## config.mk

```make
export PLATFORM = sky130hd
export DESIGN_NAME = table_latch_and_skip_exec
export DESIGN_NICKNAME = d
export VERILOG_FILES = /design/src/exec_pkg.sv /design/src/table_latch_and_skip_exec.sv
export SDC_FILE = /design/constraint.sdc
export NUM_CORES = 1
export LEC_CHECK = 0
export ABC_AREA = 1
export BUFFER_PORTS_ARGS = -buffer_cell sky130_fd_sc_hd__clkbuf_2
export CORE_MARGIN = 3
export CORE_UTILIZATION = 26
export CTS_CLUSTER_DIAMETER = 30
export DETAILED_ROUTE_END_ITERATION = 10
export GPL_TIMING_DRIVEN = 0
export PLACE_DENSITY = 0.53
export SYNTH_ARGS = -nofsm -noshare
export SYNTH_HDL_FRONTEND = slang
export SYNTH_SLANG_ARGS = --single-unit
```

## constraint.sdc

```tcl
create_clock -name clk_in -period 3.4 [get_ports clk_in]
set_clock_uncertainty 0.05 [all_clocks]
set_input_delay 0.34 -clock clk_in [delete_from_list [all_inputs] [get_ports clk_in]]
set_output_delay 0.34 -clock clk_in [all_outputs]
set_load 0.005 [all_outputs]
```

## src/exec_pkg.sv

```systemverilog
package exec_pkg;

  // Opcode patterns and masks for the three instructions handled here.
  localparam logic [15:0] TSKIP_MASK    = 16'hFF00;
  localparam logic [15:0] TSKIP_CODE    = 16'h3300;
  localparam logic [15:0] TLWRITE_MASK  = 16'hFC00;
  localparam logic [15:0] TLWRITE_CODE  = 16'hA400;
  localparam logic [15:0] RLC_MASK      = 16'hFE00;
  localparam logic [15:0] RLC_CODE      = 16'h1A00;
  localparam int          SEL_BIT       = 9;
  localparam int          DEST_BIT      = 8;
  localparam int          MSB_BIT       = 7;

  // Reset values.
  localparam logic [7:0]  BYTE_RESET    = 8'h00;
  localparam logic [15:0] INSTR_RESET   = 16'h0000;

  // Phase within one instruction cycle.
  typedef enum logic [1:0] {
    PH_Q1,
    PH_Q2,
    PH_Q3,
    PH_Q4
  } phase_e;

  // Instruction kind after decode.
  typedef enum logic [1:0] {
    OP_OTHER,
    OP_TSKIP,
    OP_TLWRITE,
    OP_RLC
  } op_e;

  // Request toward the file register array.
  typedef struct packed {
    logic       rd;
    logic       wr;
    logic [7:0] addr;
    logic [7:0] data;
  } file_req_s;

endpackage

```

## src/table_latch_and_skip_exec.sv

```systemverilog
// Summary of operation
// - Test-and-skip discards the prefetched next instruction when the file register is zero.
// - The discarded slot runs as a no-operation cycle doing nothing in every phase.
// - Test-and-skip takes one cycle without skip, two when the skip is taken.
// - Test-and-skip decodes from its leading opcode byte, low byte is file address.
// - Test-and-skip decodes in Q1, reads in Q2, processes in Q3, writes nothing.
// - Table latch write decodes from its opcode bits with select and don't-care bits.
// - Select one writes the high table latch byte, select zero the low byte.
// - Rotate left through carry reads in Q2, processes in Q3, writes in Q4.
// - Rotate destination zero writes working register; old bit 7 to carry, carry to 0.
module table_latch_and_skip_exec
  import exec_pkg::*;
(
  // Clock and reset.
  input  wire logic        clk_in,
  input  wire logic        rst_in,
  // Instruction stream, one word taken at each Q1.
  input  wire logic [15:0] instr_in,
  // File register read data, valid in Q2.
  input  wire logic [7:0]  file_data_in,
  // File register access.
  output file_req_s        file_req_out,
  // Architectural results.
  output logic [15:0]      table_latch_out,
  output logic [7:0]       working_register_out,
  output logic             carry_out,
  // Cycle status.
  output phase_e           phase_out,
  output logic             nop_cycle_out,
  output logic             skip_out
);

  // Internal state and decode.
  phase_e      phase;
  op_e         op;
  logic [15:0] instr;
  logic [7:0]  operand;
  logic [7:0]  result;
  logic        result_carry;
  logic        squash;
  logic [7:0]  table_latch_high_byte;
  logic [7:0]  table_latch_low_byte;
  logic [7:0]  working_register;
  logic        carry;
  file_req_s   next_req;
  op_e         next_op;
  logic [7:0]  rotated;
  logic        skip_taken;

  // Four phases per instruction cycle.
  // The phases run free from reset with no stall, so every slot is exactly four clocks.
  always_ff @(posedge clk_in) begin
    if (rst_in) begin
      phase <= PH_Q1;
    end else begin
      case (phase)
        PH_Q1:   phase <= PH_Q2;
        PH_Q2:   phase <= PH_Q3;
        PH_Q3:   phase <= PH_Q4;
        PH_Q4:   phase <= PH_Q1;
        default: phase <= PH_Q1;
      endcase
    end
  end

  // Decode from the raw word; a squashed slot decodes as nothing at all.
  always_comb begin
    if (squash) begin
      next_op = OP_OTHER;
    end else if ((instr_in & TSKIP_MASK) == TSKIP_CODE) begin
      next_op = OP_TSKIP;
    end else if ((instr_in & TLWRITE_MASK) == TLWRITE_CODE) begin
      next_op = OP_TLWRITE;
    end else if ((instr_in & RLC_MASK) == RLC_CODE) begin
      next_op = OP_RLC;
    end else begin
      next_op = OP_OTHER;
    end
  end

  // Latch the instruction and its decode in Q1.
  always_ff @(posedge clk_in) begin
    if (rst_in) begin
      instr <= INSTR_RESET;
      op    <= OP_OTHER;
    end else if (phase == PH_Q1) begin
      instr <= instr_in;
      op    <= next_op;
    end
  end

  // Capture the operand in Q2 and process it in Q3.
  // Unknown words leave operand and result alone, so nothing downstream moves.
  always_ff @(posedge clk_in) begin
    if (rst_in) begin
      operand      <= BYTE_RESET;
      result       <= BYTE_RESET;
      result_carry <= 1'b0;
    end else if (phase == PH_Q2 && op != OP_OTHER) begin
      operand <= file_data_in;
    end else if (phase == PH_Q3 && op != OP_OTHER) begin
      result       <= rotated;
      result_carry <= operand[MSB_BIT];
    end
  end

  // Rotated byte taken straight from the captured operand, so the Q4 file write
  // carries this instruction's result and not the one left in result by the last decoded instruction.
  assign rotated = {operand[6:0], carry};

  // The dropped slot is marked in the test's Q4 and in the Q1 after it, while op still holds the test; squash alone
  // stays set through the dropped slot and would stretch the mark over two slots.
  assign skip_taken = squash && (op == OP_TSKIP);

  // Skip decision: the zero test in Q3 squashes the slot that follows.
  // The next word is already fetched, so it is dropped rather than stalled.
  // Any other slot clears it in Q4, the dropped slot itself included.
  always_ff @(posedge clk_in) begin
    if (rst_in) begin
      squash <= 1'b0;
    end else if (phase == PH_Q3 && op == OP_TSKIP) begin
      squash <= (operand == BYTE_RESET);
    end else if (phase == PH_Q4 && op != OP_TSKIP) begin
      squash <= 1'b0;
    end
  end

  // Table latch writes land in Q4, one byte only.
  // Leaving the other byte alone lets software fill the latch in two steps.
  always_ff @(posedge clk_in) begin
    if (rst_in) begin
      table_latch_high_byte <= BYTE_RESET;
      table_latch_low_byte  <= BYTE_RESET;
    end else if (phase == PH_Q4 && op == OP_TLWRITE) begin
      if (instr[SEL_BIT]) begin
        table_latch_high_byte <= operand;
      end else begin
        table_latch_low_byte <= operand;
      end
    end
  end

  // Rotate writes its destination and carry in Q4.
  // With the destination bit set only carry changes here; the byte leaves on the file port.
  always_ff @(posedge clk_in) begin
    if (rst_in) begin
      working_register <= BYTE_RESET;
      carry            <= 1'b0;
    end else if (phase == PH_Q4 && op == OP_RLC) begin
      carry <= result_carry;
      if (!instr[DEST_BIT]) begin
        working_register <= result;
      end
    end
  end

  // File port request for the phase about to begin.
  // Reads are raised one clock ahead so the data is back by the Q2 edge.
  always_comb begin
    next_req      = '0;
    next_req.addr = instr[7:0];
    next_req.data = result;
    if (phase == PH_Q1 && next_op != OP_OTHER) begin
      next_req.rd   = 1'b1;
      next_req.addr = instr_in[7:0];
    end else if (phase == PH_Q3 && op == OP_RLC && instr[DEST_BIT]) begin
      next_req.wr   = 1'b1;
      next_req.data = rotated;
    end
  end

  // File request register, aligned to the phase it serves.
  always_ff @(posedge clk_in) begin
    if (rst_in) begin
      file_req_out <= '0;
    end else begin
      file_req_out <= next_req;
    end
  end

  // The no-operation mark loads at the Q4 edge, so it covers the
  // four phases of the dropped slot and nothing beyond them.
  always_ff @(posedge clk_in) begin
    if (rst_in) begin
      nop_cycle_out <= 1'b0;
    end else if (phase == PH_Q4) begin
      nop_cycle_out <= skip_taken;
    end
  end

  // Every output comes straight from a flip-flop, so each
  // architectural value shows one clock after it is written inside.
  always_ff @(posedge clk_in) begin
    if (rst_in) begin
      table_latch_out <= {BYTE_RESET, BYTE_RESET};
    end else begin
      table_latch_out <= {table_latch_high_byte, table_latch_low_byte};
    end
  end

  // Working register and carry mirrors.
  always_ff @(posedge clk_in) begin
    if (rst_in) begin
      working_register_out <= BYTE_RESET;
      carry_out            <= 1'b0;
    end else begin
      working_register_out <= working_register;
      carry_out            <= carry;
    end
  end

  // Phase and squash mirrors for the fetch side.
  always_ff @(posedge clk_in) begin
    if (rst_in) begin
      phase_out <= PH_Q1;
      skip_out  <= 1'b0;
    end else begin
      phase_out <= phase;
      skip_out  <= squash;
    end
  end

endmodule

```

Word-level counts from Yosys, hierarchy flattened
Cells that the tools add are included.

Multiplexer cells: 12. Bitwise gates (word level): 3. Reductions and logical operators: 20. Eq/ne operators: 10.

Operators with widths (count): $mux W8 (3); $logic_and A1 B1 Y1 (10); $eq A2 B2 Y1 const B (4); $eq A8 B6 Y1 const B (1); $logic_not A8 Y1 (1); $mux W2 (4); $pmux W2 S4 (1); $reduce_and A2 Y1 (4); $eq A7 B4 Y1 const B (1); $eq A6 B6 Y1 const B (1); $reduce_bool A2 Y1 (3); $eq A2 B1 Y1 const B (2); $mux W1 (4); $not A1 Y1 (3); $logic_not A2 Y1 (1); $ne A2 B1 Y1 const B (1); $reduce_or A2 Y1 (1).

Input bits: 26. Output and inout port bits: 47. Word-level logic and storage cells: 66. Flip-flop bits (word level): 104.

Logic depth before layout (Yosys ltp)
Gate-level depths: netlist (run 1).

Depth in word-level cells: 8. Mapped depth: 10. Depth with buffers taken out: 9.

Least setup slack after synthesis (run 1)
OpenSTA, ideal clock, no wires.

Kind: reg-to-reg. From: reg phase[0]. To: reg file_req_out[5] (netlist name). Cell stages (with the launch flop): 11. Setup slack: 1897 ps. Required time: 3236 ps. Library setup time: 114 ps. Buffers on the path: 2. Data arrival time: 1339 ps. Period minus slack after synthesis: 1503 ps. Cells stage by stage: dfxtp_1 inv_1 ha_1 buf_4 inv_2 nor2_4 nand2_4 nand2_4 buf_4 nand3_1 nand2_1.

Cells in the longest elaborated chain, start to end: 5.

Ends and longest elaborated chain: start: declaration (line table_latch_and_skip_exec.sv:34) `phase_e phase;`; start signal: assignment (line table_latch_and_skip_exec.sv:54) `phase <= PH_Q1;`; start signal: assignment (line table_latch_and_skip_exec.sv:57) `PH_Q1: phase <= PH_Q2;`; start signal: assignment (line table_latch_and_skip_exec.sv:58) `PH_Q2: phase <= PH_Q3;`; $eq A2 B2 Y1 (line table_latch_and_skip_exec.sv:166) `end else if (phase == PH_Q3 && op == OP_RLC && instr[DEST_BIT]) begin`; $logic_and A1 B1 Y1 (2 in series) (line table_latch_and_skip_exec.sv:166); $mux W8 (line table_latch_and_skip_exec.sv:166); $mux W8 (*) (line table_latch_and_skip_exec.sv:163) `if (phase == PH_Q1 && next_op != OP_OTHER) begin`; end signal: assignment (line table_latch_and_skip_exec.sv:177) `file_req_out <= next_req;`; end: declaration (line table_latch_and_skip_exec.sv:22) `output file_req_s file_req_out,`.

Every way passes the cells marked *; elsewhere a longest branch is shown, timed or not. A chain may end at the register's enable or synchronous reset.

Final worst setup path (run 1)
Same ends and word-level chain as after synthesis.

==> out/qor.yml, run 1 <==
synth_edf_count: 0
irDropWorstVdd_mv: 0.3429
rsz0062_at_grt: "false"
internal_power_mw: 1.965
cp-start-kind: "flop"
crit_fanout: 10
setup_slack_ns: 1.665
clk_latency_ns: 0.35
boundaryPins: 73
antenna_left: 0
status: "finished clean"
final_cell_mix: "104 x dfxtp_1, 72 x clkbuf_2, 57 x nor2_1"
place_inst: 701
numClockSinks: 104
drive_above_1_share_pct: 21.08
yosys_warnings: 0
max_freq_mhz: 576.2
max_cap_violations: 0
dp.final_hpwl_um: 7041
r2r_end: "file_req_out[5]"
slew_viol_final: 0
r2r_slack_ns: 1.66
syn_nets: 479
dr.pass1.iters: 5
n_fill_cell: 1497
antenna_found_initial: 0
syn_area_um2: 3740
setup_violations: 0
critPathRequiredTime_ns: 3.59
seq_area_frac_synth_pct: 55.67
cts-buffers-inserted: 9
grt_pass1_wl_um: 15500
synth_ff_type: "dfxtp_1"
die_x_um: 125.9
initial_utilization_pct: 26.74
postPlaceCellArea_um2: 4325
async_reset_ff_share_pct: 0
ctsResizeCount: 0
core_um2: 13990
register_area_um2: 2082
final_cells: 716
port_buffers: 72
cts_tree: "done"
layout.nets: 562
totalWireLength_um: 9418
p_seq_share_pct: 50.4
p_per_area_nw_per_um2: 564.9
p_leak_nw: 1.988
dieHeight_um: 125.9
critPathTopFamily: "buffers and inverters"
cts-htree-levels: 3
cpPeakStageDelay_ns: 0.36
fin_setup_tns_ns: 0
vias: 3166
grt-ovfl-total: 0
final_util_pct: 33.03
postCtsSetupRepairBufs: 0
dieArea_um2: 15860
cts_buffer_depth: 2
viasPerCell: 4.422
hp-class: "in2reg"
track_usage_pct: 12.26
cts_hold_buf: 0
p_sw_share_pct: 24.71
fin_area_um2: 4621
syn_area_per_cell_um2: 8.329
path_clk_slew_ns: 0.06
cp-startpoint: "phase[0]"
cts_root_buf: "clkbuf_16"
num_rows: 43
crit_chain: "inv_1, ha_1, buf_4, inv_2, nor2_4, nand2_4, nand2_4, buf_4, nand3_1, nand2_1"
path_buf_inv: 4
drt-initial-drc-count: 165
place_ws_ns: 1.656
power_switching_mw: 0.6450
final_common_cell: "dfxtp_1"
cp-end-kind: "flop"
path_depth: 10
hold_violations: 0
syn2layout_area_growth_pct: 23.55
first_global_vias: 3170
grt_max_degree: 17
clockPowerShare_pct: 39.6
syn_inst: 449
tightest_slew_ns: 0.5439
maxSlewHeadroom_pct: 63.74
worstRegToRegCells: 10
ys_types: 27
comb_power_share_pct: 10.0
antenna_cells: 0
avgRoutedWirePerCell_um: 13.15
cp_slowest_cell: "dfxtp_1"
place.gp.congestion: 0.7918
period_share_pct: 51.04
crit_arrival_ns: 1.92
drc: 0
reg2reg_from: "phase[0]"
fin_crit_ns: 1.735
multi_input_area_um2: 1309
crit_end: "file_req_out[5]"
synth.ff_latch_count: 104
path_class: "reg2reg"
==> cells by family (layout without fill, tap and decap cells) <==
logic type / after synthesis / after routing / synth area share [%]
AOI/OAI and AO/OA: 107 / 107 / 14.52
adders and majority gates: 4 / 4 / 1.338
buffers and inverters: 82 / 169 / 9.334
DFF: 104 / 104 / 55.67
and+or+nand+nor: 152 / 152 / 19.14
==> synthesized netlist by cell type (4+ instances only) <==
library cell  instances  area [um^2]
dfxtp_1             104         2082
nor2_1               57        214.0
inv_1                56        210.2
o21ai_0              54        270.3
a21oi_1              48        240.2
nand2_1              42        157.7
nand3_1              20        100.1
nand4_1              16        100.1
clkbuf_1              9        33.78
buf_4                 6        45.04
buf_1                 4        15.01
ha_1                  4        50.05
nand2_2               4        25.02
==> how the worst min path moves through the flow <==
stage                        start                       to  slack [ns]  cells past startpoint
2_1_floorplan  working_register[0]  working_register_out[0]        0.35                      2
3_3_place_gp   working_register[1]  working_register_out[1]        0.37                      2
3_5_place_dp   working_register[1]  working_register_out[1]        0.37                      2
4_1_cts                instr_in[1]                 instr[1]        0.18                      3
5_1_grt                instr_in[7]                 instr[7]        0.20                      3
6_report               instr_in[4]                 instr[4]        0.19                      3
==> final cells by class <==
type                    instances  area share, %
well taps                     180          4.874
flip-flops and latches        104          45.06
clock inverters                 4          1.137
plain buffers                  24          2.843
repair buffers                 72          7.799
clock buffers                  11          5.253
inverters                      58          4.712
multi-input cells             263          28.32
==> power by group through the flow <==
stage	Sequential, mW	Clock (mW)	Combinational, mW
3_3_place_gp	1.34	0	0.259
4_1_cts	1.32	1.06	0.265
6_report	1.32	1.03	0.261
3_5_place_dp	1.34	0	0.261
2_1_floorplan	1.34	0	0.171
5_1_grt	1.32	1.11	0.299
==> sequential cells by signal (all words and copies together) (netlist names) <==
register,flops
file_req_out,18
result_carry,1
phase_out,2
table_latch_out,16
table_latch_low_byte,8
skip_out,1
instr,10
working_register_out,8
operand,8
carry_out,1
nop_cycle_out,1
carry,1
phase,2
table_latch_high_byte,8
result,8
op,2
working_register,8
squash,1
==> per-layer routing <==
layer,GRT usage (%),vias up,share of wire (%)
met4,4.290,0,1.5
met1,15.53,1465,46
met3,4.368,10,6.1
met5,0,-,0
met2,19.37,73,46
li1,-,1618,-
==> tightest hold or removal path, cell delays in order <==
cell and delay [ns]:
clkbuf_2 0.09, nor2_1 0.04, nor2_1 0.08
==> metrics by stage <==
| step | hold slack, ns | total power, mW |
|---|---|---|
| 2_1_floorplan | 0.3499 | 1.509 |
| 6_report | 0.1894 | 2.610 |
| 3_3_place_gp | 0.3679 | 1.600 |
| 5_1_grt | 0.1969 | 2.728 |
| 3_5_place_dp | 0.3664 | 1.604 |
| 4_1_cts | 0.1802 | 2.640 |
No activity file was read; power rests on OpenSTA's default activity.
==> run 2: changes to the inputs <==
- clock period: 3.4 -> 1.8 ns (I/O delays scaled with it)
==> run 2 against run 1 <==
Net effect: die area unchanged; sequential power increased by 89%; global-route usage unchanged; count of clock-buffer cells in the layout unchanged; non-clock buffer count decreased by 1; fmax increased by 4.8%.
==> out/qor.yml, run 2 (synthesized netlist as in run 1, its figures left out) <==
status: "finished clean"
critPathMostFrequentCell: "inv_1"
dr.pass1.iters: 5
grt_max_degree: 17
cpPeakStageDelay_ns: 0.36
num_rows: 43
hold_violations: 0
place_inst: 701
largest_register: "file_req_out"
fin_crit_ns: 1.656
path_clk_slew_ns: 0.07
comb_power_share_pct: 10.0
dp.final_hpwl_um: 7041
track_usage_pct: 12.26
max_cap_violations: 0
cts_tree: "done"
initial_utilization_pct: 26.74
p_leak_nw: 1.987
antenna_found_initial: 0
p_per_area_nw_per_um2: 1068
crit_arrival_ns: 1.89
p_seq_share_pct: 50.4
critPathRequiredTime_ns: 2.04
irDropWorstVdd_mv: 0.6491
maxSlewHeadroom_pct: 64.24
antenna_left: 0
syn2layout_area_growth_pct: 23.52
largestRegisters: "file_req_out: 18 flops, table_latch_out: 16 flops, instr: 10 flops"
place.gp.congestion: 0.7918
cts_buffer_depth: 2
numClockSinks: 104
fin_setup_tns_ns: 0
clk_latency_ns: 0.35
drc: 0
hp-class: "in2reg"
period_share_pct: 92.01
drt-initial-drc-count: 149
drive_above_1_share_pct: 21.12
cp-end-kind: "flop"
cp-start-kind: "flop"
tightest_slew_ns: 0.5364
final_cell_mix: "103 x dfxtp_1, 72 x clkbuf_2, 57 x nor2_1"
cts-buffers-inserted: 9
port_buffers: 72
totalWireLength_um: 9399
p_sw_share_pct: 24.76
avgRoutedWirePerCell_um: 13.15
die_x_um: 125.9
setup_violations: 0
grt-ovfl-total: 0
path_class: "reg2reg"
internal_power_mw: 3.713
boundaryPins: 73
max_freq_mhz: 603.8
crit_chain: "inv_1, ha_1, inv_1, nor3_4, buf_4, o21ai_1, a21oi_2"
final_cells: 715
dieArea_um2: 15860
crit_fanout: 10
cts-htree-levels: 3
core_um2: 13990
grt_pass1_wl_um: 15500
vias: 3170
postCtsSetupRepairBufs: 0
power_switching_mw: 1.222
cp_slowest_cell: "nor3_4"
final_common_cell: "dfxtp_1"
slew_viol_final: 0
clockPowerShare_pct: 39.6
viasPerCell: 4.434
largest_reg_flops: 18
dieHeight_um: 125.9
antenna_cells: 0
first_global_vias: 3170
layout.nets: 561
rsz0062_at_grt: "false"
cts_root_buf: "clkbuf_16"
## run 2: power by group through the flow
stage / Clock, mW / Combinational, mW / Sequential (mW)
CTS: 2.00 / 0.501 / 2.49
floorplan: 0 / 0.323 / 2.53
detailed placement: 0 / 0.494 / 2.54
global route: 2.09 / 0.565 / 2.50
finish: 1.96 / 0.492 / 2.49
global placement: 0 / 0.489 / 2.53
## run 2: final cells by class
cell class	instances	area [um^2]
Multi-Input combinational cell	263	1309
Inverter	58	217.7
Tap cell	180	225.2
Timing Repair Buffer	72	360.3
Sequential cell	104	2083
Clock buffer	11	242.7
Fill cell	1494	9369
Clock inverter	4	52.55
Buffer	23	128.9
## run 2: routing by layer
metal	global-route usage [%]	wire, um	vias to the layer above
met1	15.53	4289	1446
met4	4.290	139	0
met5	0	0	-
met2	19.37	4266	101
met3	4.368	704	10
li1	-	-	1613
## run 2: through the flow
stage	utilization, %	cell area (um^2)	hold WS, ns	power (mW)	setup slack, ns
global placement	30.92	4325	0.3679	3.021	0.09199
global route	33.02	4619	0.03687	5.154	0.01543
floorplan	-	3740	0.2649	2.851	0.2969
CTS	33.03	4621	0.02017	4.986	0.04234
detailed placement	30.92	4325	0.3664	3.030	0.05642
finish	33.02	4619	0.02863	4.936	0.1439
## run 2: final timing paths
check,startpoint,endpoint,slack [ns],depth (start not counted)
worst min register to register,working_register[0],working_register_out[0],0.37,2
worst max-delay path,phase[0],result[7],0.14,7
worst max register to register,phase[0],result[7],0.14,7
worst min-delay path,instr_in[4],instr[4],0.03,3
## run 2: worst max-delay path: cells and delay by family, from the launching register on
family	cells	cell delay (ns)
and+or+nand+nor	1	0.36
buffers and inverters	3	0.44
DFF	1	0.33
AOI/OAI and AO/OA	2	0.22
adders and majority gates	1	0.20
## run 2: what timing repair did
action / in CTS / in global routing
setup endpoints to repair: 0 / 16
hold buffers: 0 / 0
resized for setup: 0 / 4
hold endpoints to repair: 0 / 0
